$ cat config.mk
export PLATFORM = sky130hd
export DESIGN_NAME = line_fault_relay_logic
export DESIGN_NICKNAME = d
export VERILOG_FILES = /design/src/design/line_fault_pkg.sv /design/src/design/line_fault_relay_logic.sv /design/src/design/trip_delay_timer.sv
export SDC_FILE = /design/constraint.sdc
export NUM_CORES = 1
export LEC_CHECK = 0
export ABC_CLOCK_PERIOD_IN_PS = 5410
export BUFFER_PORTS_ARGS = -buffer_cell sky130_fd_sc_hd__buf_2
export CORE_ASPECT_RATIO = 1.25
export CORE_MARGIN = 1.5
export CORE_UTILIZATION = 40
export CTS_BUF_LIST = sky130_fd_sc_hd__clkbuf_4
export CTS_CLUSTER_SIZE = 8
export DETAILED_ROUTE_END_ITERATION = 12
export GPL_TIMING_DRIVEN = 0
export PLACE_DENSITY = 0.65
export SLEW_MARGIN = 40
export SYNTH_ARGS = -nofsm -noshare
export SYNTH_HDL_FRONTEND = slang
export SYNTH_SLANG_ARGS = --single-unit
$ cat constraint.sdc
create_clock -name clk -period 5.41 [get_ports clk]
set_clock_uncertainty 0.05 [all_clocks]
set_input_delay 1.082 -clock clk [delete_from_list [all_inputs] [get_ports clk]]
set_output_delay 1.082 -clock clk [all_outputs]
set_load 0.1 [all_outputs]
$ cat src/design/line_fault_pkg.sv
// Constants and types shared by the line fault relay decision logic.
package line_fault_pkg;
	localparam int CLK_HZ = 100_000_000;
	localparam int TICK_MS = 1;
	localparam int TICK_CYCLES = CLK_HZ / 1000 * TICK_MS;
	localparam int PICKUP_MS = 50;
	localparam int PICKUP_TICKS = PICKUP_MS / TICK_MS;
	localparam int DELAY_W = 20;
	localparam int TICK_CNT_W = 17;
	localparam int VOLT_W = 14;
	localparam logic [DELAY_W-1:0] DELAY_OFF = 20'h00000;
	localparam logic [1:0] RESP_AUTO = 2'h0;
	localparam logic [1:0] RESP_MANUAL = 2'h1;
	localparam logic [1:0] RESP_REMOTE = 2'h2;
	typedef enum logic [1:0] {SEQ_UNKNOWN, SEQ_GOOD, SEQ_BAD} seq_t;
	typedef enum logic [1:0] {ST_OFF, ST_PICKUP, ST_HEALTHY, ST_TRIP} fault_state_t;
endpackage : line_fault_pkg

$ cat src/design/line_fault_relay_logic.sv
// Decision logic driving the rotation and fault relays of a three-phase line monitor.
`timescale 1ns/1ps
module line_fault_relay_logic
	import line_fault_pkg::*;
#(
	// Clock cycles per time-base tick; a bench may shorten it to keep runs brief.
	parameter int TICK_LEN = TICK_CYCLES
)
(
	input wire logic clk,
	input wire logic rstn,
	input wire logic [2:0] phase_present,
	input wire logic seq_correct,
	input wire logic neutral_fail,
	input wire logic asym_ok,
	input wire logic [VOLT_W-1:0] volt_ln_1,
	input wire logic [VOLT_W-1:0] volt_ln_2,
	input wire logic [VOLT_W-1:0] volt_ln_3,
	input wire logic [VOLT_W-1:0] volt_ll_12,
	input wire logic [VOLT_W-1:0] volt_ll_23,
	input wire logic [VOLT_W-1:0] volt_ll_31,
	input wire logic [VOLT_W-1:0] thr_low,
	input wire logic [VOLT_W-1:0] thr_high,
	input wire logic four_wire_mode,
	input wire logic [DELAY_W-1:0] dly_over,
	input wire logic [DELAY_W-1:0] dly_under,
	input wire logic [DELAY_W-1:0] dly_asym,
	input wire logic rot_on_fault_release,
	input wire logic [1:0] reset_response,
	input wire logic fault_ack,
	output logic rotation_relay,
	output logic fault_relay,
	output logic rotation_symbol,
	output logic fault_symbol,
	output logic [VOLT_W-1:0] disp_volt_1,
	output logic [VOLT_W-1:0] disp_volt_2,
	output logic [VOLT_W-1:0] disp_volt_3
);
	function automatic logic in_window(input logic [VOLT_W-1:0] v, input logic [VOLT_W-1:0] lo,
		input logic [VOLT_W-1:0] hi);
		in_window = (v > lo) && (v < hi);
	endfunction : in_window

	// Time base: one pulse per millisecond.
	logic [TICK_CNT_W-1:0] tick_cnt_r;
	logic tick_r;
	wire tick_wrap = (tick_cnt_r == TICK_CNT_W'(TICK_LEN - 1));
	always_ff @(posedge clk)
	begin
		if (!rstn)
		begin
			tick_cnt_r <= '0;
			tick_r <= 1'b0;
		end
		else
		begin
			tick_cnt_r <= tick_wrap ? '0 : tick_cnt_r + 17'h00001;
			tick_r <= tick_wrap;
		end
	end

	// Measurement selection follows the wiring mode.
	wire [VOLT_W-1:0] v1 = four_wire_mode ? volt_ln_1 : volt_ll_12;
	wire [VOLT_W-1:0] v2 = four_wire_mode ? volt_ln_2 : volt_ll_23;
	wire [VOLT_W-1:0] v3 = four_wire_mode ? volt_ln_3 : volt_ll_31;
	wire ok1 = in_window(v1, thr_low, thr_high);
	wire ok2 = in_window(v2, thr_low, thr_high);
	wire ok3 = in_window(v3, thr_low, thr_high);
	wire over_fault = (v1 >= thr_high) || (v2 >= thr_high) || (v3 >= thr_high);
	wire under_fault = !(ok1 && ok2 && ok3) && !over_fault;
	wire asym_fault = !asym_ok;
	wire all_present = &phase_present;
	wire none_present = ~|phase_present;
	wire phase_fail = !all_present || (four_wire_mode && neutral_fail);

	// Sequence latch: once the phase set has been partial, hold the last verdict.
	logic eval_lock_r;
	seq_t seq_r;
	wire may_eval = all_present && !eval_lock_r;
	always_ff @(posedge clk)
	begin
		if (!rstn)
		begin
			eval_lock_r <= 1'b0;
			seq_r <= SEQ_UNKNOWN;
		end
		else
		begin
			if (none_present)
				eval_lock_r <= 1'b0;
			else if (!all_present)
				eval_lock_r <= 1'b1;
			if (may_eval)
				seq_r <= seq_correct ? SEQ_GOOD : SEQ_BAD;
			else if (none_present)
				seq_r <= SEQ_UNKNOWN;
		end
	end
	wire seq_good = (seq_r == SEQ_GOOD);

	// Tripping delays for each fault class.
	logic over_exp;
	logic under_exp;
	logic asym_exp;
	trip_delay_timer u_over (.clk(clk), .rstn(rstn), .tick(tick_r), .run(over_fault && !phase_fail),
		.limit(dly_over), .expired(over_exp));
	trip_delay_timer u_under (.clk(clk), .rstn(rstn), .tick(tick_r), .run(under_fault && !phase_fail),
		.limit(dly_under), .expired(under_exp));
	trip_delay_timer u_asym (.clk(clk), .rstn(rstn), .tick(tick_r), .run(asym_fault && !phase_fail),
		.limit(dly_asym), .expired(asym_exp));
	wire volt_fault = over_fault || under_fault || asym_fault;
	wire delayed_trip = over_exp || under_exp || asym_exp;
	wire delay_running = volt_fault && !delayed_trip && !phase_fail;
	wire healthy = !phase_fail && !volt_fault;
	wire may_restore = (reset_response == RESP_AUTO) || fault_ack;

	// Fault relay state machine.
	fault_state_t fst_r;
	fault_state_t fst_nxt;
	logic [6:0] pick_cnt_r;
	always_comb
	begin
		fst_nxt = fst_r;
		case (fst_r)
			ST_OFF:
				if (healthy && rotation_relay && !phase_fail)
					fst_nxt = ST_PICKUP;
			ST_PICKUP:
				if (phase_fail || volt_fault)
					fst_nxt = ST_OFF;
				else if (pick_cnt_r == 7'(PICKUP_TICKS))
					fst_nxt = ST_HEALTHY;
			ST_HEALTHY:
				if (phase_fail || delayed_trip)
					fst_nxt = ST_TRIP;
			ST_TRIP:
				if (healthy && may_restore)
					fst_nxt = ST_OFF;
			default:
				fst_nxt = ST_OFF;
		endcase
	end

	// Rotation relay optionally also drops on a tripped line, per configuration.
	wire rot_nxt = seq_good && !(rot_on_fault_release && fst_nxt == ST_TRIP);

	logic blink_r;
	logic [7:0] blink_cnt_r;
	always_ff @(posedge clk)
	begin
		if (!rstn)
		begin
			fst_r <= ST_OFF;
			pick_cnt_r <= '0;
			blink_cnt_r <= '0;
			blink_r <= 1'b0;
			rotation_relay <= 1'b0;
			fault_relay <= 1'b0;
			rotation_symbol <= 1'b0;
			fault_symbol <= 1'b0;
			disp_volt_1 <= '0;
			disp_volt_2 <= '0;
			disp_volt_3 <= '0;
		end
		else
		begin
			fst_r <= fst_nxt;
			pick_cnt_r <= (fst_r != ST_PICKUP) ? 7'h00 : tick_r ? pick_cnt_r + 7'h01 : pick_cnt_r;
			if (tick_r)
				blink_cnt_r <= blink_cnt_r + 8'h01;
			if (tick_r && blink_cnt_r == 8'hF9)
				blink_r <= !blink_r;
			rotation_relay <= rot_nxt;
			fault_relay <= (fst_nxt == ST_HEALTHY);
			rotation_symbol <= rot_nxt;
			fault_symbol <= delay_running ? blink_r : (fst_nxt == ST_HEALTHY);
			disp_volt_1 <= v1;
			disp_volt_2 <= v2;
			disp_volt_3 <= v3;
		end
	end

	a_phase_drop: assert property (@(posedge clk) disable iff (!rstn)
		(phase_fail && fault_relay) |=> !fault_relay) else $error("fault relay held on phase loss");
	a_window_strict: assert property (@(posedge clk) disable iff (!rstn)
		(v1 == thr_low) |-> !ok1) else $error("threshold value counted as good");
	a_rot_follow: assert property (@(posedge clk) disable iff (!rstn)
		(seq_r == SEQ_BAD) |=> !rotation_relay) else $error("rotation relay on with bad sequence");
	a_lock_hold: assert property (@(posedge clk) disable iff (!rstn)
		(eval_lock_r && !none_present) |=> $stable(seq_r)) else $error("sequence re-evaluated while locked");
	a_unlock_all_off: assert property (@(posedge clk) disable iff (!rstn)
		none_present |=> !eval_lock_r) else $error("lock not cleared with all phases off");
	a_pickup_after: assert property (@(posedge clk) disable iff (!rstn)
		$rose(fault_relay) |-> $past(rotation_relay, 2)) else $error("fault relay before rotation relay");
	a_mode_select: assert property (@(posedge clk) disable iff (!rstn)
		!four_wire_mode |=> disp_volt_1 == $past(volt_ll_12)) else $error("wrong displayed voltage");
	a_delay_trip: assert property (@(posedge clk) disable iff (!rstn)
		(fault_relay && !phase_fail && !delayed_trip) |=> fault_relay) else $error("early trip");
endmodule : line_fault_relay_logic

$ cat src/design/trip_delay_timer.sv
// Delay counter that runs on a millisecond tick and reports expiry.
`timescale 1ns/1ps
module trip_delay_timer
	import line_fault_pkg::*;
(
	input wire logic clk,
	input wire logic rstn,
	input wire logic tick,
	input wire logic run,
	input wire logic [DELAY_W-1:0] limit,
	output logic expired
);
	logic [DELAY_W-1:0] cnt_r;
	logic [DELAY_W-1:0] cnt_nxt;
	wire bypass = (limit == DELAY_OFF);
	wire at_limit = (cnt_r >= limit);

	// An off setting expires at once; otherwise count ticks while running.
	assign cnt_nxt = !run ? DELAY_OFF : (tick && !at_limit) ? cnt_r + 20'h00001 : cnt_r;
	assign expired = run && (bypass || at_limit);

	always_ff @(posedge clk)
	begin
		if (!rstn)
			cnt_r <= DELAY_OFF;
		else
			cnt_r <= cnt_nxt;
	end
endmodule : trip_delay_timer

; Word level (Yosys, flattened, before mapping)
; Index checks and enable logic that the tools add are counted.
[word_totals]
reg_bits = 144
mem_bits_ro = 0
latch_bits = 0
in_bits = 185
n_memories = 0
ramBits = 0
[classes]
mux = 13
reduce_logical = 65
eq_ne = 11
bitwise = 1
mul = 0
add_sub_neg = 6
n_div = 0
shift = 0
magnitude_cmp = 12
[op_table]
columns = op, count
row1 = $add 20x1->20 const B, 3
row2 = $ge 20x20->1, 3
row3 = $logic_not 20->1, 3
row4 = $ge 14x14->1, 3
row5 = $gt 14x14->1, 3
row6 = $lt 14x14->1, 3
row7 = $mux 14, 3
row8 = $logic_and 1x1->1, 26
row9 = $add 17x1->17 const B, 1
row10 = $eq 17x17->1 const B, 1
row11 = $mux 2, 8
row12 = $logic_not 1->1, 13
row13 = $logic_or 1x1->1, 13
row14 = $add 8x1->8 const B, 1
row15 = $eq 2x2->1 const B, 4
row16 = $eq 8x8->1 const B, 1
row17 = $pmux 2 s4, 1
row18 = $reduce_and 2->1, 4
row19 = $add 7x1->7 const B, 1
row20 = $eq 7x6->1 const B, 1
row21 = $eq 2x1->1 const B, 2
row22 = $logic_not 2->1, 2
row23 = $reduce_or 2->1, 2
row24 = $reduce_and 3->1, 1
row25 = 5 further kinds, 5

; Depth between registers and ports, before layout
; Gate-level depths: netlist of run 1.
[logic_depth]
depth_word = 19
mapped_depth = 13

; Cells and area by module
; A second synthesis of run 1 with hierarchy kept.
[unflattened]
hier_cells = 1175
hier_area_um2 = 10088.4
[by_module_without_submodules]
columns = mod, instances, cells_per_inst, area_per_inst_um2
row1 = line_fault_relay_logic, 1, 590, 5358.9
row2 = trip_delay_timer, 3, 195, 1576.5

; Worst setup path after synthesis of run 1
; Ideal clock, no wire load.
[synth_timing]
path_kind = in2reg
startpoint = input port four_wire_mode
endpoint = register fault_relay
path_slack_ps = 1196
n_path_buf = 2
required_time_ps = 5281
arrival_ps = 4084
path_stages = 12
path_cell_list = clkbuf_1 clkbuf_1 mux2_2 ha_1 nand4_1 nor3_1 a221oi_1 o31ai_1 a211oi_1 nor3b_1 or4_4 a211oi_2
[synth_via]
word_cells_on_any_way = 48
classes_between = 9 x order compare / 1 x eq/ne / 8 x mux / 30 x reduce/logical
[synth_lines]
columns = element, line
row1 = from (decl), line_fault_relay_logic.sv:24  ; input wire logic four_wire_mode,
row2 = $mux 14 *, line_fault_relay_logic.sv:65  ; wire [VOLT_W-1:0] v3 = four_wire_mode ? volt_ln_3 : volt_ll_31;
row3 = named net v3[13], line_fault_relay_logic.sv:65
row4 = $gt 14x14->1 / $lt 14x14->1 (equally long branches), line_fault_relay_logic.sv:41  ; in_window = (v > lo) && (v < hi);
row5 = $logic_and 1x1->1, line_fault_relay_logic.sv:41
row6 = $logic_and 1x1->1, line_fault_relay_logic.sv:70  ; wire under_fault = !(ok1 && ok2 && ok3) && !over_fault;
row7 = $logic_not 1->1, line_fault_relay_logic.sv:70
row8 = $logic_and 1x1->1, line_fault_relay_logic.sv:70
row9 = $logic_or 1x1->1 (2 in a row), line_fault_relay_logic.sv:111  ; wire volt_fault = over_fault || under_fault || asym_fault;
row10 = $logic_not 1->1, line_fault_relay_logic.sv:114  ; wire healthy = !phase_fail && !volt_fault;
row11 = $logic_and 1x1->1, line_fault_relay_logic.sv:114
row12 = $logic_and 1x1->1 (2 in a row), line_fault_relay_logic.sv:126  ; if (healthy && rotation_relay && !phase_fail)
row13 = $mux 2, line_fault_relay_logic.sv:126
row14 = $pmux 2 s4 *, line_fault_relay_logic.sv:124  ; case (fst_r)
row15 = $eq 2x2->1 *, line_fault_relay_logic.sv:174  ; fault_relay <= (fst_nxt == ST_HEALTHY);
row16 = to (signal assigned), line_fault_relay_logic.sv:174
row17 = to (decl), line_fault_relay_logic.sv:32  ; output logic fault_relay,
; The timed path passes the listed nets; every way through them passes the cells marked *.
; A chain may end at the register's enable or synchronous reset.

; Worst setup path after layout of run 1
[layout_timing]
startpoint = input port four_wire_mode
endpoint = register fault_relay
[layout_via]
elab_chain_len = 16
word_cells_on_any_way = 48
classes_between = 9 x order compare / 1 x eq/ne / 8 x mux / 30 x reduce/logical
[layout_rtl]
columns = element, line
row1 = $mux 14 (on tied branches), "line_fault_relay_logic.sv:63, line_fault_relay_logic.sv:64"
row2 = $gt 14x14->1 / $lt 14x14->1 (equally long branches), line_fault_relay_logic.sv:41
row3 = $logic_and 1x1->1, line_fault_relay_logic.sv:41
row4 = $logic_and 1x1->1 (2 in a row), line_fault_relay_logic.sv:70
row5 = $logic_not 1->1, line_fault_relay_logic.sv:70
row6 = $logic_and 1x1->1, line_fault_relay_logic.sv:70
row7 = $logic_or 1x1->1 (2 in a row), line_fault_relay_logic.sv:111
row8 = $logic_not 1->1, line_fault_relay_logic.sv:114
row9 = $logic_and 1x1->1, line_fault_relay_logic.sv:114
row10 = $logic_and 1x1->1 (2 in a row), line_fault_relay_logic.sv:126
row11 = $mux 2, line_fault_relay_logic.sv:126
row12 = $pmux 2 s4 *, line_fault_relay_logic.sv:124
row13 = $eq 2x2->1 *, line_fault_relay_logic.sv:174
; Mark *: on every way between the ends. The rest lies on a longest branch, timed or not.

==> reports/metrics.yaml, run 1 <==
run_status: "finished clean"
remaining_drc_errors: 0
drt-met1-wl_um: 11710
synth-edff-count: 0
clock_tree_from_tritoncts: "yes"
drt_iter0_drc: 264
final_nets: 1740
timing.critical_path.max_delay_family: "compound AO/OA/AOI/OAI gates"
cts-resized-gates: 0
worst-setup-path-type: "in -> reg"
grt_first_pass_wirelength_um: 42330
critical_path.slowest_cell: "sky130_fd_sc_hd__clkbuf_1"
worst_r2r_endpoint: "fault_relay$_SDFF_PN0_"
yosys.cell_count.top_type: "sky130_fd_sc_hd__ha_1"
routed_wirelength_um: 26270
netlist.top_cell.by_area: "sky130_fd_sc_hd__dfxtp_1"
slowest_delay_ns: 0.67
ir_worst_vdd_uv: 141.9
h-tree-depth: 4
grt_pass1_vias: 8662
maxSlewViolCount: 0
slew_headroom_pct: 46.42
hpwlAfterDp_um: 21480
hold_viol: 0
static-leakage-power_nw: 5.388
hp_start: "tick_cnt_r[0]$_SDFF_PP0_"
cts.hold.buffers_added: 0
dr_wl_met2_um: 13050
max_slew.worst_pin.slew_ns: 0.8037
critical_path.cell_chain: "clkbuf_1 > clkbuf_1 > mux2i_1 > ha_1 > nand2b_1 > a211o_1 > a21oi_1 > o21ai_0 > nor3_4 > a31oi_1 > or4_4 > a211oi_2"
vias_per_cell: 5.139
crit_path_frequent_cell: "sky130_fd_sc_hd__clkbuf_1"
routed.top_layer: "met4"
setup_viol: 0
synth.cell_area_um2: 9824
ys_top_cells_by_area: "sky130_fd_sc_hd__dfxtp_1, sky130_fd_sc_hd__ha_1, sky130_fd_sc_hd__mux2_2, sky130_fd_sc_hd__inv_1, sky130_fd_sc_hd__and2_1"
number_of_unique_standard_cell_types_used_by_synthesis: 66
routabilityCongestion: 0.8523
die_outline_area_um2: 25520
power.density_nw_per_um2: 211.5
rsz0062_at_grt: "false"
crit_arrival_ns: 5.18
max-clock-path-buffers: 2
syn-mean-instance-area_um2: 8.506
cts_made_buffers: 17
synth.cells.most_frequent: "sky130_fd_sc_hd__ha_1, sky130_fd_sc_hd__dfxtp_1, sky130_fd_sc_hd__inv_1"
path_clk_slew_ns: 0.13
timing.final.crit_share_pct: 88.00
core_area_um2: 23880
cts.sinks: 144
dr_total_vias: 8967
min_path_cells: 1
ys_seq_elements: 144
area.growth.synth_to_final_pct: 19.38
seq_area_frac_synth_pct: 29.34
die_x_um: 143.2
die_height_um: 178.2
synth.top_cell.area_share_pct: 29.34
critical_path.max_fanout: 10
final-instance-count-excl-fill: 1745
share_of_cells_above_drive_strength_1_pct: 22.67
fp-row-count: 63
ant_nets: 0
synth.net_count: 1492
yosys_most_used_dff: "sky130_fd_sc_hd__dfxtp_1"
timing.fmax_mhz: 210.0
worstHoldEndpoint: "tick_cnt_r[0]$_SDFF_PP0_"
setup.reg_to_reg.worst_slack_ns: 2.36
antenna_violations_before_repair: 4
io-pin-count: 231
number_of_warning_messages_in_the_yosys_log: 0
crit-reg2reg-launch: "u_over.cnt_r[0]$_SDFFE_PN0P_"
cp-start-kind: "input pin"
grt_max_degree: 17
r2r.worst_path.cells: 10
postSynthCellCount: 1155
clk-insertion-delay-late_ns: 0.56
root_buffer: "sky130_fd_sc_hd__clkbuf_4"
total_buffers_and_inverters_traversed_by_the_critical_path: 2
total_power_w: 0.002481
avgRoutedWirePerCell_um: 15.06
initial_core_util_pct: 41.13
grt_overflow_total: 0
cts_setup_buffers: 0
finalCriticalPeriod_ns: 4.761
dp.cells: 1709
timing.max_cap.violations: 0
drtPass1Iterations: 4
track_usage_pct: 21.17
design_area_um2: 11730
placed_cell_area_um2: 11380
ys_async_sr_fraction_pct: 0
number_of_buffers_inserted_by_port_buffering: 229
min_path_type: "reg -> reg"
met3RoutedLength_um: 1126
critical_path_required_ns: 5.83
crit_path_end_kind: "flip-flop"
[flip-flops by register name (all words and copies together), names as in the netlist, 8 cells and up]
| register | flops |
|---|---|
| blink_cnt_r | 8 |
| disp_volt_1 | 14 |
| disp_volt_2 | 14 |
| disp_volt_3 | 14 |
| tick_cnt_r | 17 |
| u_asym.cnt_r | 20 |
| u_over.cnt_r | 20 |
| u_under.cnt_r | 20 |
[through the flow]
| stage | hold WS (ns) | utilization (%) | setup WS, ns | TNS [ns] |
|---|---|---|---|---|
| after global placement | 0.3943 | 47.63 | -0.4761 | -4.797 |
| after floorplan | 0.3799 | - | 1.196 | 0 |
| after global routing | 0.4582 | 49.10 | 0.4619 | 0 |
| final | 0.4421 | 49.11 | 0.6489 | 0 |
| after CTS | 0.4373 | 49.06 | 0.5730 | 0 |
| after detailed placement | 0.3995 | 47.66 | -0.05045 | -0.05045 |
[routing by layer]
metal,up-vias,GRT usage (%)
met4,0,5.799
met2,200,38.81
li1,4596,-
met3,28,3.248
met1,4143,25.37
met5,-,0
[cell type report]
type                       instances  area [um^2]
timing repair buffer             229         1146
inverter                         103        386.6
antenna                            4        10.01
clock inverter                    15        207.7
tap                              325        406.6
multi-input combinational        877         6429
clock buffer                      17        127.6
buffer                            31        132.6
sequential                       144         2883
fill                            2343        12160
[cells by family after synthesis]
family,synth area share [%]
and+or+nand+nor,24.58
DFF,29.34
AOI/OAI and AO/OA,10.24
adders and majority gates,19.36
xor gates and xnor gates,6.330
muxes,4.878
buffers and inverters,5.272
[where the power goes]
part           switching (W)  leakage [nW]  internal [W]
clock network       0.000452         0.166      0.000373
registers         0.00000775          1.17       0.00108
logic               0.000372          4.05      0.000191
total               0.000832          5.39       0.00165
[layout by cell type (no fill, tap or decap), types with 4 or more instances in the layout]
cell                         synthesis  final
sky130_fd_sc_hd__a211oi_1            7      6
sky130_fd_sc_hd__a21o_1              9      9
sky130_fd_sc_hd__a21oi_1            70     70
sky130_fd_sc_hd__and2_1             58     58
sky130_fd_sc_hd__and3_1             20     20
sky130_fd_sc_hd__and4_1              4      4
sky130_fd_sc_hd__buf_2               1    230
sky130_fd_sc_hd__bufinv_16           0      4
sky130_fd_sc_hd__clkbuf_1           27     26
sky130_fd_sc_hd__clkbuf_4            0     17
sky130_fd_sc_hd__clkinvlp_4          0      4
sky130_fd_sc_hd__dfxtp_1           144    144
sky130_fd_sc_hd__diode_2             0      4
sky130_fd_sc_hd__ha_1              152    152
sky130_fd_sc_hd__inv_1             103    103
sky130_fd_sc_hd__mux2_2             39     39
sky130_fd_sc_hd__mux2i_1             4      4
sky130_fd_sc_hd__nand2_1            75     75
sky130_fd_sc_hd__nand2b_1           11     11
sky130_fd_sc_hd__nand3_1            46     46
sky130_fd_sc_hd__nand4_1            48     48
sky130_fd_sc_hd__nor2_1             94     94
sky130_fd_sc_hd__nor2b_1             9      9
sky130_fd_sc_hd__nor3_1             21     21
sky130_fd_sc_hd__nor4_1             28     28
sky130_fd_sc_hd__o21a_1              4      4
sky130_fd_sc_hd__o21ai_0            31     31
sky130_fd_sc_hd__or3_1              14     14
sky130_fd_sc_hd__or4_1               4      4
sky130_fd_sc_hd__xnor2_1            32     32
sky130_fd_sc_hd__xor2_1             39     39
[worst max-delay path by stage]
stage	from	endpoint	slack (ns)	cells past startpoint
final	four_wire_mode	fault_relay$_SDFF_PN0_	0.65	12
after global routing	four_wire_mode	fault_relay$_SDFF_PN0_	0.46	12
after CTS	four_wire_mode	fault_relay$_SDFF_PN0_	0.57	12
after detailed placement	four_wire_mode	fault_relay$_SDFF_PN0_	-0.05	12
after global placement	four_wire_mode	fault_relay$_SDFF_PN0_	-0.48	11
after floorplan	four_wire_mode	fault_relay$_SDFF_PN0_	1.20	12
No activity file was read; power rests on OpenSTA's default activity.
==> inputs of run 2 (changes only) <==
--- a/config.mk
+++ b/config.mk
@@ -6,16 +6,17 @@
 export NUM_CORES = 1
 export LEC_CHECK = 0
 export ABC_CLOCK_PERIOD_IN_PS = 5410
-export BUFFER_PORTS_ARGS = -buffer_cell sky130_fd_sc_hd__buf_2
+export BUFFER_PORTS_ARGS = -buffer_cell sky130_fd_sc_hd__buf_4
 export CORE_ASPECT_RATIO = 1.25
 export CORE_MARGIN = 1.5
-export CORE_UTILIZATION = 40
+export CORE_UTILIZATION = 29
 export CTS_BUF_LIST = sky130_fd_sc_hd__clkbuf_4
 export CTS_CLUSTER_SIZE = 8
 export DETAILED_ROUTE_END_ITERATION = 12
 export GPL_TIMING_DRIVEN = 0
-export PLACE_DENSITY = 0.65
+export PLACE_DENSITY = 0.51
 export SLEW_MARGIN = 40
 export SYNTH_ARGS = -nofsm -noshare
 export SYNTH_HDL_FRONTEND = slang
+export SYNTH_HIERARCHICAL = 1
 export SYNTH_SLANG_ARGS = --single-unit
==> reports/metrics.yaml, run 2 <==
run_status: "finished clean"
grt_pass1_vias: 9360
routed_wirelength_um: 30620
finalCriticalPeriod_ns: 5.075
clock_tree_from_tritoncts: "yes"
power.density_nw_per_um2: 197.5
ys_async_sr_fraction_pct: 0
synth.cells.most_frequent: "sky130_fd_sc_hd__ha_1, sky130_fd_sc_hd__dfxtp_1, sky130_fd_sc_hd__inv_1"
ys_top_cells_by_area: "sky130_fd_sc_hd__dfxtp_1, sky130_fd_sc_hd__ha_1, sky130_fd_sc_hd__a21oi_1, sky130_fd_sc_hd__mux2_2, sky130_fd_sc_hd__inv_1"
cts.sinks: 144
yosys.cell_count.top_type: "sky130_fd_sc_hd__ha_1"
h-tree-depth: 4
synth.net_count: 1512
cts.hold.buffers_added: 0
netlist.top_cell.by_area: "sky130_fd_sc_hd__dfxtp_1"
number_of_unique_standard_cell_types_used_by_synthesis: 62
critical_path.max_fanout: 10
crit_arrival_ns: 5.52
critical_path.cell_chain: "clkbuf_1 > clkbuf_2 > mux2_2 > ha_1 > nor2b_1 > a211o_1 > a221oi_2 > o311ai_1 > nor4b_4 > nor2_1 > o31a_1 > nor4_2 > a21oi_1 > o221a_2 > nand2b_1 > a21oi_1"
share_of_cells_above_drive_strength_1_pct: 24.23
design_area_um2: 12730
seq_area_frac_synth_pct: 28.57
initial_core_util_pct: 29.39
slowest_delay_ns: 0.56
timing.fmax_mhz: 197.0
setup_viol: 0
hold_viol: 0
number_of_warning_messages_in_the_yosys_log: 6
worst-setup-path-type: "in -> reg"
yosys_most_used_dff: "sky130_fd_sc_hd__dfxtp_1"
critPathCapture: "fault_relay$_SDFF_PN0_"
track_usage_pct: 17.47
min_path_type: "reg -> reg"
postSynthCellCount: 1175
grt_overflow_total: 0
rsz0062_at_grt: "false"
startpoint: "four_wire_mode"
path_clk_slew_ns: 0.13
seq_area_um2: 2883
ir_worst_vdd_uv: 104.1
grt_max_degree: 17
synth-edff-count: 0
timing.final.crit_share_pct: 93.82
synth.top_cell.area_share_pct: 28.57
dr_total_vias: 9369
remaining_drc_errors: 0
maxSlewViolCount: 0
r2r.worst_path.cells: 11
grt_first_pass_wirelength_um: 48600
clk-insertion-delay-late_ns: 0.58
syn-mean-instance-area_um2: 8.586
crit_path_end_kind: "flip-flop"
placed_cell_area_um2: 12390
slew_headroom_pct: 52.97
synth.cell_area_um2: 10090
vias_per_cell: 4.918
die_height_um: 211.5
routabilityCongestion: 0.8150
timing.max_cap.violations: 0
final_nets: 1760
io-pin-count: 231
ant_nets: 0
drtPass1Iterations: 6
layout.cells.most_common_list: "sky130_fd_sc_hd__buf_4, sky130_fd_sc_hd__ha_1, sky130_fd_sc_hd__dfxtp_1"
root_buffer: "sky130_fd_sc_hd__clkbuf_4"
final.fill_count: 3612
crit_path_frequent_cell: "sky130_fd_sc_hd__a21oi_1"
most_frequent_standard_cell_in_the_layout_excluding_fill_and_tap_cells: "sky130_fd_sc_hd__buf_4"
fp-row-count: 76
core_area_um2: 34330
hp_start: "u_asym/cnt_r[6]$_SDFFE_PN0P_"
cp-start-kind: "input pin"
number_of_buffers_inserted_by_port_buffering: 229
avgRoutedWirePerCell_um: 16.07
area.growth.synth_to_final_pct: 26.16
cts_made_buffers: 17
hpwlAfterDp_um: 25380
die_x_um: 169.8
antenna_violations_before_repair: 1
ys_seq_elements: 144
critical_path.slowest_cell: "sky130_fd_sc_hd__nor4b_4"
biggestRegsByFlops: "u_asym/cnt_r x20, u_over/cnt_r x20, u_under/cnt_r x20"
max_slew.worst_pin.slew_ns: 0.7055
critical_path_required_ns: 5.85
footprint_of_the_multi_input_gates_um2: 6600
max-clock-path-buffers: 2
drt_iter0_drc: 276
static-leakage-power_nw: 5.621
die_outline_area_um2: 35920
worst_r2r_endpoint: "fault_relay$_SDFF_PN0_"
crit-reg2reg-launch: "u_under/cnt_r[11]$_SDFFE_PN0P_"
finalHoldWorstSlack_ns: 0.4499
setup.reg_to_reg.worst_slack_ns: 2.34
[run 2: changes by cell type in the layout (fill, tap and decap cells not counted), sizes merged, moves of 12 or more]
cell	before	now
o31ai	3	20
or3	15	33
xor2	39	18
o21ai	33	47
nor3	22	9
a21oi	70	110
nor2	94	71
nand3	47	34
clkbuf	45	33
or4	5	24
xnor2	32	9
[run 2: per-layer routing]
metal	GRT usage, %	part of all wire, %
met5	0	0
met4	4.852	1.6
met3	3.945	4.5
met2	32.57	51
met1	19.69	43
[run 2: layout make-up]
type                    instances  share of cell area, %
inverters                     117                  3.451
plain buffers                  28                  1.396
clock buffers                  17                  1.003
repair buffers                229                  13.51
well taps                     468                  4.601
multi-input cells             886                  51.86
flip-flops and latches        144                  22.65
diodes                          1                0.01966
clock inverters                15                  1.514
[run 2: worst min-delay path by stage]
stage	to	slack [ns]	depth (start not counted)
final	u_asym/cnt_r[6]$_SDFFE_PN0P_	0.45	2
after global routing	u_asym/cnt_r[6]$_SDFFE_PN0P_	0.46	2
after CTS	u_asym/cnt_r[6]$_SDFFE_PN0P_	0.45	2
after detailed placement	tick_cnt_r[0]$_SDFF_PP0_	0.42	1
after global placement	tick_cnt_r[0]$_SDFF_PP0_	0.40	1
after floorplan	tick_cnt_r[0]$_SDFF_PP0_	0.38	1
[run 2: report_power, final]
part	leakage [nW]	internal [W]	total, W	switching (W)
Clock	0.155	0.000363	0.000797	0.000434
Combinational	4.29	0.000241	0.000625	0.000384
Sequential	1.17	0.00108	0.00109	0.00000815
[run 2: worst max-delay path, delay by kind of cell]
family                   cells  cell delay [ns]
adder cells (fa/ha/maj)      1             0.30
AND/OR/NAND/NOR              5             1.49
multiplexers                 1             0.42
buffers and inverters        2             0.69
AO/OA/AOI/OAI                7             1.52
[run 2: cell families after synthesis]
| group | synth area share (%) |
|---|---|
| and+or+nand+nor | 22.62 |
| AOI/OAI and AO/OA | 16.89 |
| adders and majority gates | 18.85 |
| buffers and inverters | 6.065 |
| DFF | 28.57 |
| muxes | 4.651 |
| xor gates and xnor gates | 2.344 |
[run 2: per-stage QoR]
stage | setup slack [ns] | setup TNS, ns | util [%] | cells | total power [W]
after floorplan | 0.5965 | 0 | - | 1175 | 0.001506
after global placement | -0.7825 | -10.84 | 36.10 | 1872 | 0.001734
after detailed placement | -0.8020 | -12.10 | 36.10 | 1872 | 0.001745
after CTS | 0.008938 | 0 | 37.04 | 1904 | 0.002560
after global routing | 0.1289 | 0 | 37.08 | 1905 | 0.002659
final | 0.3346 | 0 | 37.08 | 1905 | 0.002514
[run 2: repair_timing]
action	in CTS	in global routing
gates cloned	0	0
gates resized for setup	2	5
endpoints found under the setup margin	2	5
hold endpoints to repair	0	0
buffers inserted	0	0
==> inputs of run 3 (changes only) <==
--- a/config.mk
+++ b/config.mk
@@ -18,5 +18,4 @@
 export SLEW_MARGIN = 40
 export SYNTH_ARGS = -nofsm -noshare
 export SYNTH_HDL_FRONTEND = slang
-export SYNTH_HIERARCHICAL = 1
 export SYNTH_SLANG_ARGS = --single-unit
==> reports/metrics.yaml, run 3 (synthesis gave the netlist of run 1 again) <==
worst-setup-path-type: "in -> reg"
critical_path_required_ns: 5.85
vias_per_cell: 4.839
min_path_type: "reg -> reg"
antenna_violations_before_repair: 2
ir_worst_vdd_uv: 131.1
core_area_um2: 33500
crit_path_end_kind: "flip-flop"
power.density_nw_per_um2: 198.4
fp-row-count: 75
timing.max_cap.violations: 0
die_x_um: 167.6
timing.final.crit_share_pct: 87.12
maxSlewViolCount: 0
routed_wirelength_um: 28570
rsz0062_at_grt: "false"
drt_iter0_drc: 338
remaining_drc_errors: 0
layout.cells.most_common_list: "sky130_fd_sc_hd__buf_4, sky130_fd_sc_hd__ha_1, sky130_fd_sc_hd__dfxtp_1"
final_nets: 1740
clk-insertion-delay-late_ns: 0.57
grt_first_pass_wirelength_um: 45450
cts_setup_buffers: 0
static-leakage-power_nw: 5.552
area.growth.synth_to_final_pct: 26.09
cp-start-kind: "input pin"
placed_cell_area_um2: 12080
number_of_buffers_inserted_by_port_buffering: 229
cts.sinks: 144
io-pin-count: 231
setup_viol: 0
die_height_um: 208.8
cts_made_buffers: 17
clock_tree_from_tritoncts: "yes"
cts-resized-gates: 0
cts.hold.buffers_added: 0
setup.reg_to_reg.worst_slack_ns: 2.42
grt_pass1_vias: 8848
grt_max_degree: 17
dr_total_vias: 8908
run_status: "finished clean"
biggestRegsByFlops: "u_asym.cnt_r x20, u_over.cnt_r x20, u_under.cnt_r x20"
crit_arrival_ns: 5.15
initial_core_util_pct: 29.33
drtPass1Iterations: 4
critical_path.max_fanout: 10
final-instance-count-excl-fill: 1841
routabilityCongestion: 0.8529
ant_nets: 0
dp.cells: 1807
total_power_w: 0.002458
timing.fmax_mhz: 212.2
track_usage_pct: 16.53
most_frequent_standard_cell_in_the_layout_excluding_fill_and_tap_cells: "sky130_fd_sc_hd__buf_4"
hpwlAfterDp_um: 23670
die_outline_area_um2: 35000
finalCriticalPeriod_ns: 4.713
design_area_um2: 12390
share_of_cells_above_drive_strength_1_pct: 22.67
max_slew.worst_pin.slew_ns: 0.7734
hold_viol: 0
grt_overflow_total: 0
avgRoutedWirePerCell_um: 15.52
root_buffer: "sky130_fd_sc_hd__clkbuf_4"
finalCoreUtilization_pct: 36.98
max-clock-path-buffers: 2
path_clk_slew_ns: 0.14
slew_headroom_pct: 48.44
h-tree-depth: 4
[run 3: cell types whose count changed in the layout (fill, tap and decap cells not counted), sizes merged, moves of 18 or more]
cell	previous run	this run
a21oi	110	70
nor2	71	94
xnor2	9	32
xor2	18	39
or4	24	5
or3	33	15
[run 3: metrics by stage]
step                setup TNS [ns]  hold WS [ns]  worst slack, ns
finish                           0        0.4309           0.6970
global route                     0        0.4608           0.5706
CTS                              0        0.4372           0.4103
detailed placement          -3.829        0.4056          -0.2269
global placement            -5.062        0.4022          -0.3075
floorplan                        0        0.3799            1.196
[run 3: area by class of cell]
type / count / area, um^2
diodes: 2 / 5.005
plain buffers: 31 / 132.6
clock buffers: 17 / 127.6
clock inverters: 15 / 176.4
fillers: 3476 / 21110
inverters: 103 / 386.6
multi-input cells: 877 / 6429
flip-flops and latches: 144 / 2883
well taps: 423 / 529.3
repair buffers: 229 / 1719
[run 3: layer usage]
| metal | global-route usage [%] | up-vias | share of wire (%) | routed length [um] |
|---|---|---|---|---|
| li1 | - | 4562 | - | - |
| met4 | 5.281 | 0 | 1.9 | 540 |
| met2 | 30.47 | 188 | 51 | 14690 |
| met1 | 18.95 | 4133 | 42 | 12060 |
| met3 | 3.314 | 25 | 4.5 | 1277 |
| met5 | 0 | - | 0 | 0 |
[run 3: final timing paths]
check,from,end,cells after the start
setup / recovery,four_wire_mode,fault_relay$_SDFF_PN0_,12
setup reg to reg,u_over.cnt_r[0]$_SDFFE_PN0P_,u_over.cnt_r[16]$_SDFFE_PN0P_,10
hold reg to reg,tick_cnt_r[0]$_SDFF_PP0_,tick_cnt_r[0]$_SDFF_PP0_,1
hold / removal,tick_cnt_r[0]$_SDFF_PP0_,tick_cnt_r[0]$_SDFF_PP0_,1
[run 3: critical path: stages]
cell                       delay, ns
sky130_fd_sc_hd__clkbuf_1       0.52
sky130_fd_sc_hd__clkbuf_1       0.66
sky130_fd_sc_hd__mux2_2         0.48
sky130_fd_sc_hd__ha_1           0.33
sky130_fd_sc_hd__nand4_1        0.17
sky130_fd_sc_hd__nor2_1         0.17
sky130_fd_sc_hd__nand3_1        0.09
sky130_fd_sc_hd__o21ai_0        0.51
sky130_fd_sc_hd__nor3_4         0.17
sky130_fd_sc_hd__nor3b_1        0.22
sky130_fd_sc_hd__or4_4          0.51
sky130_fd_sc_hd__a211oi_2       0.23
[run 3: report_power, final]
group	internal, W	switching, W
sequential	0.00108	0.00000774
clock	0.000288	0.000458
combinational	0.000241	0.000379
total	0.00161	0.000844
